### config.mk
export PLATFORM = sky130hd
export DESIGN_NAME = adc_config_result_compare
export DESIGN_NICKNAME = d
export VERILOG_FILES = /design/src/verilog/adc_config_result_compare.v
export VERILOG_INCLUDE_DIRS = /design/src /design/src/verilog
export SDC_FILE = /design/constraint.sdc
export NUM_CORES = 1
export LEC_CHECK = 0
export ABC_AREA = 1
export BUFFER_PORTS_ARGS = -buffer_cell sky130_fd_sc_hd__buf_4
export CORE_MARGIN = 8
export CORE_UTILIZATION = 50
export DETAILED_ROUTE_END_ITERATION = 8
export PLACE_DENSITY_LB_ADDON = 0.3
export SYNTH_ARGS = -nofsm -noshare
export SYNTH_HDL_FRONTEND = slang
export SYNTH_SLANG_ARGS = --single-unit
### constraint.sdc
create_clock -name i_core_clk -period 2.6 [get_ports i_core_clk]
set_input_delay 0.52 -clock i_core_clk [delete_from_list [all_inputs] [get_ports i_core_clk]]
set_output_delay 0.52 -clock i_core_clk [all_outputs]
set_load 0.02 [all_outputs]
### src/verilog/adc_ctrl_regs.vh
`ifndef ADC_CTRL_REGS_VH
`define ADC_CTRL_REGS_VH

// Register byte addresses
`define OFS_STATUS_CONTROL   12'h000
`define OFS_TRIG_CMP_CTRL    12'h004
`define OFS_RESULT_HIGH      12'h008
`define OFS_RESULT_LOW       12'h00c
`define OFS_CMP_VALUE_HIGH   12'h010
`define OFS_CMP_VALUE_LOW    12'h014
`define OFS_CONVERTER_CFG    12'h018

// First status/control fields
`define FSC_COMPLETE_BIT     7
`define FSC_CHANNEL_MSB      4
`define CHANNEL_OFF          5'h1f
`define FSC_RESET            8'h1f

// Trigger/compare control fields
`define TCC_ACTIVE_BIT       7
`define TCC_TRIGGER_BIT      6
`define TCC_CMP_EN_BIT       5
`define TCC_CMP_SENSE_BIT    4
`define TCC_RW_MASK          8'h70
`define TCC_RESET            8'h00

// Configuration fields
`define CFG_LOW_POWER_BIT    7
`define CFG_DIV_MSB          6
`define CFG_DIV_LSB          5
`define CFG_LONG_SAMPLE_BIT  4
`define CFG_MODE_MSB         3
`define CFG_MODE_LSB         2
`define CFG_CLK_MSB          1
`define CFG_CLK_LSB          0
`define CFG_RESET            8'h00

// Resolution modes
`define MODE_8BIT            2'b00
`define MODE_12BIT           2'b01
`define MODE_10BIT           2'b10

// Clock sources
`define CLK_BUS              2'b00
`define CLK_BUS_HALF         2'b01
`define CLK_ALT              2'b10
`define CLK_ASYNC            2'b11

`define CMP_RESET            8'h00
`define RESULT_RESET         8'h00

`endif

### src/verilog/adc_config_result_compare.v
`timescale 1ns/1ps
`include "adc_ctrl_regs.vh"

module adc_config_result_compare (
  input  wire        i_core_clk,     // Bus clock, 100 MHz
  input  wire        i_rst,          // Async reset, active high
  input  wire        i_psel,         // APB select
  input  wire        i_penable,      // APB access phase
  input  wire        i_pwrite,       // APB direction
  input  wire [11:0] i_paddr,        // APB byte address
  input  wire [31:0] i_pwdata,       // APB write data
  output wire        o_pready,       // APB ready
  output reg  [31:0] o_prdata,       // APB read data
  output wire        o_pslverr,      // APB error, unmapped address
  input  wire        i_hardware_trigger_input, // Hardware trigger pulse
  input  wire        i_alternate_clock,        // Alternate clock level
  input  wire        i_async_converter_clock,  // Internal async clock level
  input  wire        i_conv_done,    // Core finished, result valid
  input  wire [11:0] i_conv_result,  // Core result, right aligned
  output reg         o_conv_start,   // Start pulse to core
  output reg         o_conv_abort,   // Abort pulse to core
  output reg         o_converter_clock, // Derived converter clock
  output wire        o_low_power_select,  // Power configuration
  output wire        o_long_sample_select,// Sample period select
  output wire [1:0]  o_mode,          // Resolution to core
  output wire [4:0]  o_channel_select // Channel to core
);

  reg  [7:0]  fsc_r;
  reg  [7:0]  tcc_r;
  reg  [7:0]  cfg_r;
  reg  [7:0]  cvh_r;
  reg  [7:0]  cvl_r;
  reg  [11:0] result_r;
  reg         active_r;
  reg         lock_r;
  reg  [7:0]  div_cnt_r;
  reg         half_r;
  reg         src_q_r;
  reg         src_edge_r;

  wire       access  = i_psel & i_penable;
  wire       wr      = access & i_pwrite;
  wire       rd      = access & ~i_pwrite;
  wire [1:0] mode    = cfg_r[`CFG_MODE_MSB:`CFG_MODE_LSB];
  wire       narrow  = (mode == `MODE_8BIT);
  wire       cmp_en  = tcc_r[`TCC_CMP_EN_BIT];
  wire       hw_trig = tcc_r[`TCC_TRIGGER_BIT];
  wire       mapped  = (i_paddr == `OFS_STATUS_CONTROL) | (i_paddr == `OFS_TRIG_CMP_CTRL) |
                       (i_paddr == `OFS_RESULT_HIGH) | (i_paddr == `OFS_RESULT_LOW) |
                       (i_paddr == `OFS_CMP_VALUE_HIGH) | (i_paddr == `OFS_CMP_VALUE_LOW) |
                       (i_paddr == `OFS_CONVERTER_CFG);

  assign o_pready  = 1'b1;
  assign o_pslverr = access & ~mapped;
  assign o_low_power_select   = cfg_r[`CFG_LOW_POWER_BIT];
  assign o_long_sample_select = cfg_r[`CFG_LONG_SAMPLE_BIT];
  assign o_mode               = mode;
  assign o_channel_select     = fsc_r[`FSC_CHANNEL_MSB:0];

  // Mask result to active resolution
  function [11:0] fit;
    input [1:0]  m;
    input [11:0] v;
    begin
      if (m == `MODE_12BIT)
        fit = v;
      else if (m == `MODE_10BIT)
        fit = {2'b00, v[9:0]};
      else
        fit = {4'h0, v[7:0]};
    end
  endfunction

  wire [11:0] new_res = fit(mode, i_conv_result);
  wire [11:0] cmp_val = narrow ? {4'h0, cvl_r} :
                        fit(mode, {cvh_r[3:0], cvl_r});
  wire        cmp_ge  = (new_res >= cmp_val);
  wire        cmp_ok  = tcc_r[`TCC_CMP_SENSE_BIT] ? cmp_ge : ~cmp_ge;
  wire        pass    = ~cmp_en | cmp_ok;

  wire wr_fsc   = wr & (i_paddr == `OFS_STATUS_CONTROL);
  wire rd_high  = rd & (i_paddr == `OFS_RESULT_HIGH);
  wire rd_low   = rd & (i_paddr == `OFS_RESULT_LOW);
  wire chan_on  = (i_pwdata[`FSC_CHANNEL_MSB:0] != `CHANNEL_OFF);
  wire sw_start = wr_fsc & chan_on & ~hw_trig;
  wire hw_start = hw_trig & i_hardware_trigger_input & ~active_r & ~wr_fsc &
                  (o_channel_select != `CHANNEL_OFF);
  wire done     = i_conv_done & active_r & ~wr_fsc;

  // Converter clock source and divider
  reg src_lvl;
  always @* begin
    case (cfg_r[`CFG_CLK_MSB:`CFG_CLK_LSB])
      `CLK_BUS:      src_lvl = 1'b1;
      `CLK_BUS_HALF: src_lvl = half_r;
      `CLK_ALT:      src_lvl = i_alternate_clock;
      default:       src_lvl = i_async_converter_clock;
    endcase
  end

  wire src_tick = (cfg_r[`CFG_CLK_MSB:`CFG_CLK_LSB] == `CLK_BUS) ? 1'b1 :
                  (src_lvl & ~src_q_r);
  reg [7:0] div_lim;
  always @* begin
    case (cfg_r[`CFG_DIV_MSB:`CFG_DIV_LSB])
      2'b00:   div_lim = 8'h00;
      2'b01:   div_lim = 8'h01;
      2'b10:   div_lim = 8'h03;
      default: div_lim = 8'h07;
    endcase
  end

  always @(posedge i_core_clk or posedge i_rst) begin
    if (i_rst) begin
      half_r            <= 1'b0;
      src_q_r           <= 1'b0;
      src_edge_r        <= 1'b0;
      div_cnt_r         <= 8'h00;
      o_converter_clock <= 1'b0;
    end else begin
      half_r     <= ~half_r;
      src_q_r    <= src_lvl;
      src_edge_r <= src_tick;
      if (src_edge_r) begin
        if (cfg_r[`CFG_DIV_MSB:`CFG_DIV_LSB] == 2'b00) begin
          o_converter_clock <= ~o_converter_clock;
        end else if (div_cnt_r >= div_lim) begin
          div_cnt_r         <= 8'h00;
          o_converter_clock <= ~o_converter_clock;
        end else begin
          div_cnt_r <= div_cnt_r + 8'h01;
        end
      end
    end
  end

  // Registers, sequencing and results
  always @(posedge i_core_clk or posedge i_rst) begin
    if (i_rst) begin
      fsc_r        <= `FSC_RESET;
      tcc_r        <= `TCC_RESET;
      cfg_r        <= `CFG_RESET;
      cvh_r        <= `CMP_RESET;
      cvl_r        <= `CMP_RESET;
      result_r     <= {`RESULT_RESET, 4'h0};
      active_r     <= 1'b0;
      lock_r       <= 1'b0;
      o_conv_start <= 1'b0;
      o_conv_abort <= 1'b0;
    end else begin
      o_conv_start <= sw_start | hw_start;
      o_conv_abort <= wr_fsc & active_r;
      if (wr_fsc) begin
        fsc_r[`FSC_CHANNEL_MSB:0] <= i_pwdata[`FSC_CHANNEL_MSB:0];
        fsc_r[6:5]                <= i_pwdata[6:5];
        fsc_r[`FSC_COMPLETE_BIT]  <= 1'b0;
      end else if (done & pass) begin
        fsc_r[`FSC_COMPLETE_BIT]  <= 1'b1;
      end else if (rd_low) begin
        fsc_r[`FSC_COMPLETE_BIT]  <= 1'b0;
      end
      if (wr & (i_paddr == `OFS_TRIG_CMP_CTRL))
        tcc_r <= i_pwdata[7:0] & `TCC_RW_MASK;
      if (wr & (i_paddr == `OFS_CONVERTER_CFG))
        cfg_r <= i_pwdata[7:0];
      if (wr & (i_paddr == `OFS_CMP_VALUE_HIGH))
        cvh_r <= {4'h0, i_pwdata[3:0]};
      if (wr & (i_paddr == `OFS_CMP_VALUE_LOW))
        cvl_r <= i_pwdata[7:0];
      if (sw_start | hw_start)
        active_r <= 1'b1;
      else if (wr_fsc | done)
        active_r <= 1'b0;
      if (done & pass & ~lock_r)
        result_r <= new_res;
      if (narrow)
        lock_r <= 1'b0;
      else if (rd_high)
        lock_r <= 1'b1;
      else if (rd_low)
        lock_r <= 1'b0;
    end
  end

  always @* begin
    o_prdata = 32'h0000_0000;
    if (i_paddr == `OFS_STATUS_CONTROL)
      o_prdata[7:0] = fsc_r;
    else if (i_paddr == `OFS_TRIG_CMP_CTRL)
      o_prdata[7:0] = {active_r, tcc_r[6:0]};
    else if (i_paddr == `OFS_RESULT_HIGH)
      o_prdata[7:0] = {4'h0, result_r[11:8]};
    else if (i_paddr == `OFS_RESULT_LOW)
      o_prdata[7:0] = result_r[7:0];
    else if (i_paddr == `OFS_CMP_VALUE_HIGH)
      o_prdata[7:0] = cvh_r;
    else if (i_paddr == `OFS_CMP_VALUE_LOW)
      o_prdata[7:0] = cvl_r;
    else if (i_paddr == `OFS_CONVERTER_CFG)
      o_prdata[7:0] = cfg_r;
  end

endmodule

Yosys cells after proc, flatten, opt, wreduce, memory -nomap -nowiden
Cells that the tools add are included.

Reduce and logical (&&, ||, !) cells: 10. Order comparisons: 2. Multiply operators: 0. Muxes and demuxes: 26. Equality and inequality tests: 14. Bitwise gates (word level): 44. Divide/modulo/power cells: 0. Add/sub/neg operators: 1. Shifts and indexed selects: 0.

Operators by type and width (count): 2-to-1 mux 8 bit (8); equality test 12 x 5 -> 1 bit (second input constant) (3); 2-to-1 mux 12 bit (3); equality test 12 x 4 -> 1 bit (second input constant) (2); AND 1 bit (23); 2-to-1 mux 10 bit (2); equality test 12 x 3 -> 1 bit (second input constant) (1); greater-or-equal comparator 12 bit (1); logical NOT 12 bit (1); NOT 1 bit (12); 2-to-1 mux 1 bit (11); inequality test 5 bit (second input constant) (2); OR 1 bit (9); one-hot mux 3 bit (3 select lines) (1); adder 8 x 1 -> 8 bit (second input constant) (1); greater-or-equal comparator 8 bit (1); equality test 2 x 1 -> 1 bit (second input constant) (3); equality test 2 bit (second input constant) (3); logical NOT 2 bit (3); nonzero test 3 bit (2); AND reduction 2 bit (2); nonzero test 2 bit (2); one-hot mux 1 bit (3 select lines) (1).

ROM bits: 0. Output and inout port bits: 46. Memories: 0. Latch bits: 0. Memory bits (writable): 0. Bits in registers: 59.

Depth between registers and ports, before layout
Depth in word-level cells: 11. Gate-level depth with buffers: 18.

Worst setup path after synthesis
Ideal clock, no wire load.

Path kind: input-to-output. Start point: in i_paddr[7]. End point: out o_prdata[4]. Path slack: 299 ps. Cell stages on the path: 9. Arrival time: 1781 ps. Cell sequence: nor2_1 > nand2_1 > nor2_4 > nand3_1 > inv_1 > nand2_1 > o211ai_1 > nor2_1 > nor2_1.

Cells in the longest elaborated chain, start to end: 8. Elaborated cells on any way between the ends: 14.

RTL lines: start, declared (RTL line adc_config_result_compare.v:10) `input wire [11:0] i_paddr,`; equality test 12 x 5 -> 1 bit (no source line); 2-to-1 mux 8 bit (RTL line adc_config_result_compare.v:200) `` else if (i_paddr == `OFS_CONVERTER_CFG) ``; 2-to-1 mux 8 bit (RTL line adc_config_result_compare.v:198) `` else if (i_paddr == `OFS_CMP_VALUE_LOW) ``; 2-to-1 mux 8 bit (RTL line adc_config_result_compare.v:196) `` else if (i_paddr == `OFS_CMP_VALUE_HIGH) ``; 2-to-1 mux 8 bit (RTL line adc_config_result_compare.v:194) `` else if (i_paddr == `OFS_RESULT_LOW) ``; 2-to-1 mux 8 bit (RTL line adc_config_result_compare.v:192) `` else if (i_paddr == `OFS_RESULT_HIGH) ``; 2-to-1 mux 8 bit (RTL line adc_config_result_compare.v:190) `` else if (i_paddr == `OFS_TRIG_CMP_CTRL) ``; 2-to-1 mux 8 bit (*) (RTL line adc_config_result_compare.v:188) `` if (i_paddr == `OFS_STATUS_CONTROL) ``; end, declared (RTL line adc_config_result_compare.v:13) `output reg [31:0] o_prdata,`.

Every way passes the cells marked *; elsewhere a longest branch is shown, timed or not.

Worst setup path after layout
Start point: in i_paddr[1]. End point: out o_prdata[6].

Same word-level chain as after synthesis.

==> run_results.csv <==
group,metric,value,unit
run_status,status,"finished, final reports clean",
synthesis,synthFlopType,"dfrtp_1",
finish,antenna_cells,0,
placed_design,placed_cells,630,
synthesis,netlist_area,3620,um2
clocking,tritoncts,"yes",
power_and_ir_drop,p_leak,0.00230,uW
sta,worst_slack,0.0757,ns
finish,stdcell_count,647,
sta,worstMarginPinSlew,0.619,ns
finish,drive_gt1_share,22.3,%
clocking,cts-root-buf,"clkbuf_8",
sta,slew_violations,0,
synthesis,synth_cell_type_count,41,
synthesis,syn_avg_cell_area,7.59,um2
hold_path,hp-class,"input pin to async pin",
critical_path,r2r-start,"cfg_r[2]",
clocking,cts.reportedPaths.clkPinSlew,0.07,ns
route,ant_nets,0,
critical_path,startpoint,"i_paddr[1]",
critical_path,end_kind,"output port",
clocking,clock_sinks,59,
sta,hold_slack,0.266,ns
synthesis,ys_ff_latch,59,
die,core,7140,um2
route,routed_wl,9620,um
global_route,antenna_found_initial,0,
synthesis,synth_edf_count,0,
route,drt_iter0_drc,217,
die,rows,31,
global_route,first_global_vias,3229,
placed_design,gp_congestion,0.949,
synthesis,synthArstFlopShare,100,%
clocking,cts_buffer_depth,2,
sta,grt_setup_unrepaired,"yes",
route,wl_per_cell,14.9,um
global_route,grt_max_degree,30,
clocking,cts_buffers,9,
sta,finalSetupTns,0,ns
synthesis,ys_top_cells_by_area,"dfrtp_1 37%, nand2_1 13%, buf_4 6.6%",
finish,nNetsFinal,624,
die,die_y,101,um
die,dieArea,10200,um2
critical_path,critPathMaxFanout,5,
synthesis,yosysMostFrequentCell,"nand2_1",
finish,syn2layout_area_growth,21.4,%
global_route,grt_overflow,0,
sta,final.min_clock_period,2.52,ns
synthesis,synthCells,477,
synthesis,synth_largest_area_cell,"dfrtp_1",
sta,fin_crit_sh,97.1,%
critical_path,crit_type,"input pin to output port",
die,ioPinCount,111,
synthesis,yosys_warnings,0,
sta,hold_viol,0,
run,drv_cap,0,
critical_path,arrival,2.00,ns
route,drc_errors,0,
route,num_vias,3311,
global_route,grt_pass1_wl,15700,um
synthesis,ys_seq_area_share,41.0,%
critical_path,crit_path_start_kind,"input pin",
die,die_w,101,um
clocking,clock_latency,0.34,ns
finish,final_core_util,61.6,%
sta,relSlewSlack,58.6,%
global_route,grt_use_total,19.8,%
placed_design,portBuffers,61,
clocking,cts_setup_buffers,0,
critical_path,cp.required,2.08,ns
route,via_per_inst,5.12,
synthesis,netlist.area_leader.share,37.3,%
sta,fmax,396,MHz
die,initial_core_util,50.7,%
sta,skew,0.0106,ns
route,firstDrtPassIters,5,
power_and_ir_drop,ir_drop,374,uV
clocking,htree_levels,3,
synthesis,synth_common_cells,"130 x nand2_1, 57 x inv_1, 54 x dfrtp_1, 34 x nor2_1, 32 x buf_4",
sta,setup_viol,0,
power_and_ir_drop,p_per_area,518,nW/um2
placed_design,pre_cts_ws,0.0445,ns
placed_design,hpwl,7550,um
[final cells by class]
cell class	count	area, um2
Sequential cell	59	1480
Timing Repair Buffer	70	533
Tap cell	99	124
Clock inverter	4	97.6
Clock buffer	12	155
Inverter	63	238
Fill cell	683	2740
Multi-Input combinational cell	340	1760
[logic make-up after synthesis]
kind of cell	share of synthesized area [%]
compound gates	9.79
buf+inv	14.2
flops	41.0
other cells	0.208
simple gates	28.5
fa+ha+maj	5.53
xor+xnor	0.726
[power by group]
group          switching, uW  internal [uW]  leakage (uW)
Clock                    370            690      0.000123
Sequential              33.0            964      0.000768
Combinational            138           81.1       0.00141
[layout by cell type (no fill, tap or decap), types with 11 or more instances in the layout]
cell	instances
conb_1	25
nand4_1	20
clkbuf_8	11
o21ai_1	22
buf_4	68
dfrtp_1	53
nand2_1	128
nand3_1	23
nor2_1	31
ha_1	16
inv_1	55
o21ai_0	24
[metrics by stage]
stage	area, um2	total power (uW)
2_1_floorplan	3700	1160
6_report	4390	2280
3_5_place_dp	4080	1230
5_1_grt	4390	2370
4_1_cts	4330	2290
3_3_place_gp	4080	1220
[path summary, 6_finish.rpt]
kind | end | slack (ns) | cells past startpoint
max | o_prdata[6] | 0.08 | 12
max in group asynchronous | fsc_r[0] | 1.59 | 3
min reg2reg | half_r | 0.41 | 1
min in group i_core_clk | src_q_r | 0.41 | 2
max reg2reg | result_r[0] | 0.24 | 16
min | div_cnt_r[6] | 0.27 | 2
[sequential cells by signal, summed over array words and instances (netlist names)]
name / flops
result_r: 12
cfg_r: 8
cvl_r: 8
div_cnt_r: 8
fsc_r: 8
cvh_r: 4
tcc_r: 3
active_r: 1
half_r: 1
lock_r: 1
o_conv_abort: 1
o_conv_start: 1
o_converter_clock: 1
src_edge_r: 1
src_q_r: 1
[critical path, stage by stage]
cell and delay [ns]:
buf_4 0.11, or2_4 0.28, nor2_1 0.17, nand2_1 0.09, inv_2 0.08, nand2_2 0.07
inv_2 0.11, nand3_1 0.08, o211ai_1 0.12, nor2_1 0.07, nor2_1 0.14, buf_4 0.16
[what timing repair did]
item	4_1_cts	5_1_grt
endpoints found under the hold margin	0	0
resized for setup	0	17
setup endpoints to repair	0	21
hold buffers	0	0
[metal layers]
| layer | part of all wire [%] | track usage, % | routed length, um |
|---|---|---|---|
| met1 | 44 | 25.1 | 4200 |
| met2 | 46 | 30.8 | 4450 |
| met3 | 8.4 | 6.49 | 808 |
| met4 | 1.7 | 6.53 | 161 |
| met5 | 0 | 0 | 0 |
Power figures use the tool's default switching activity.
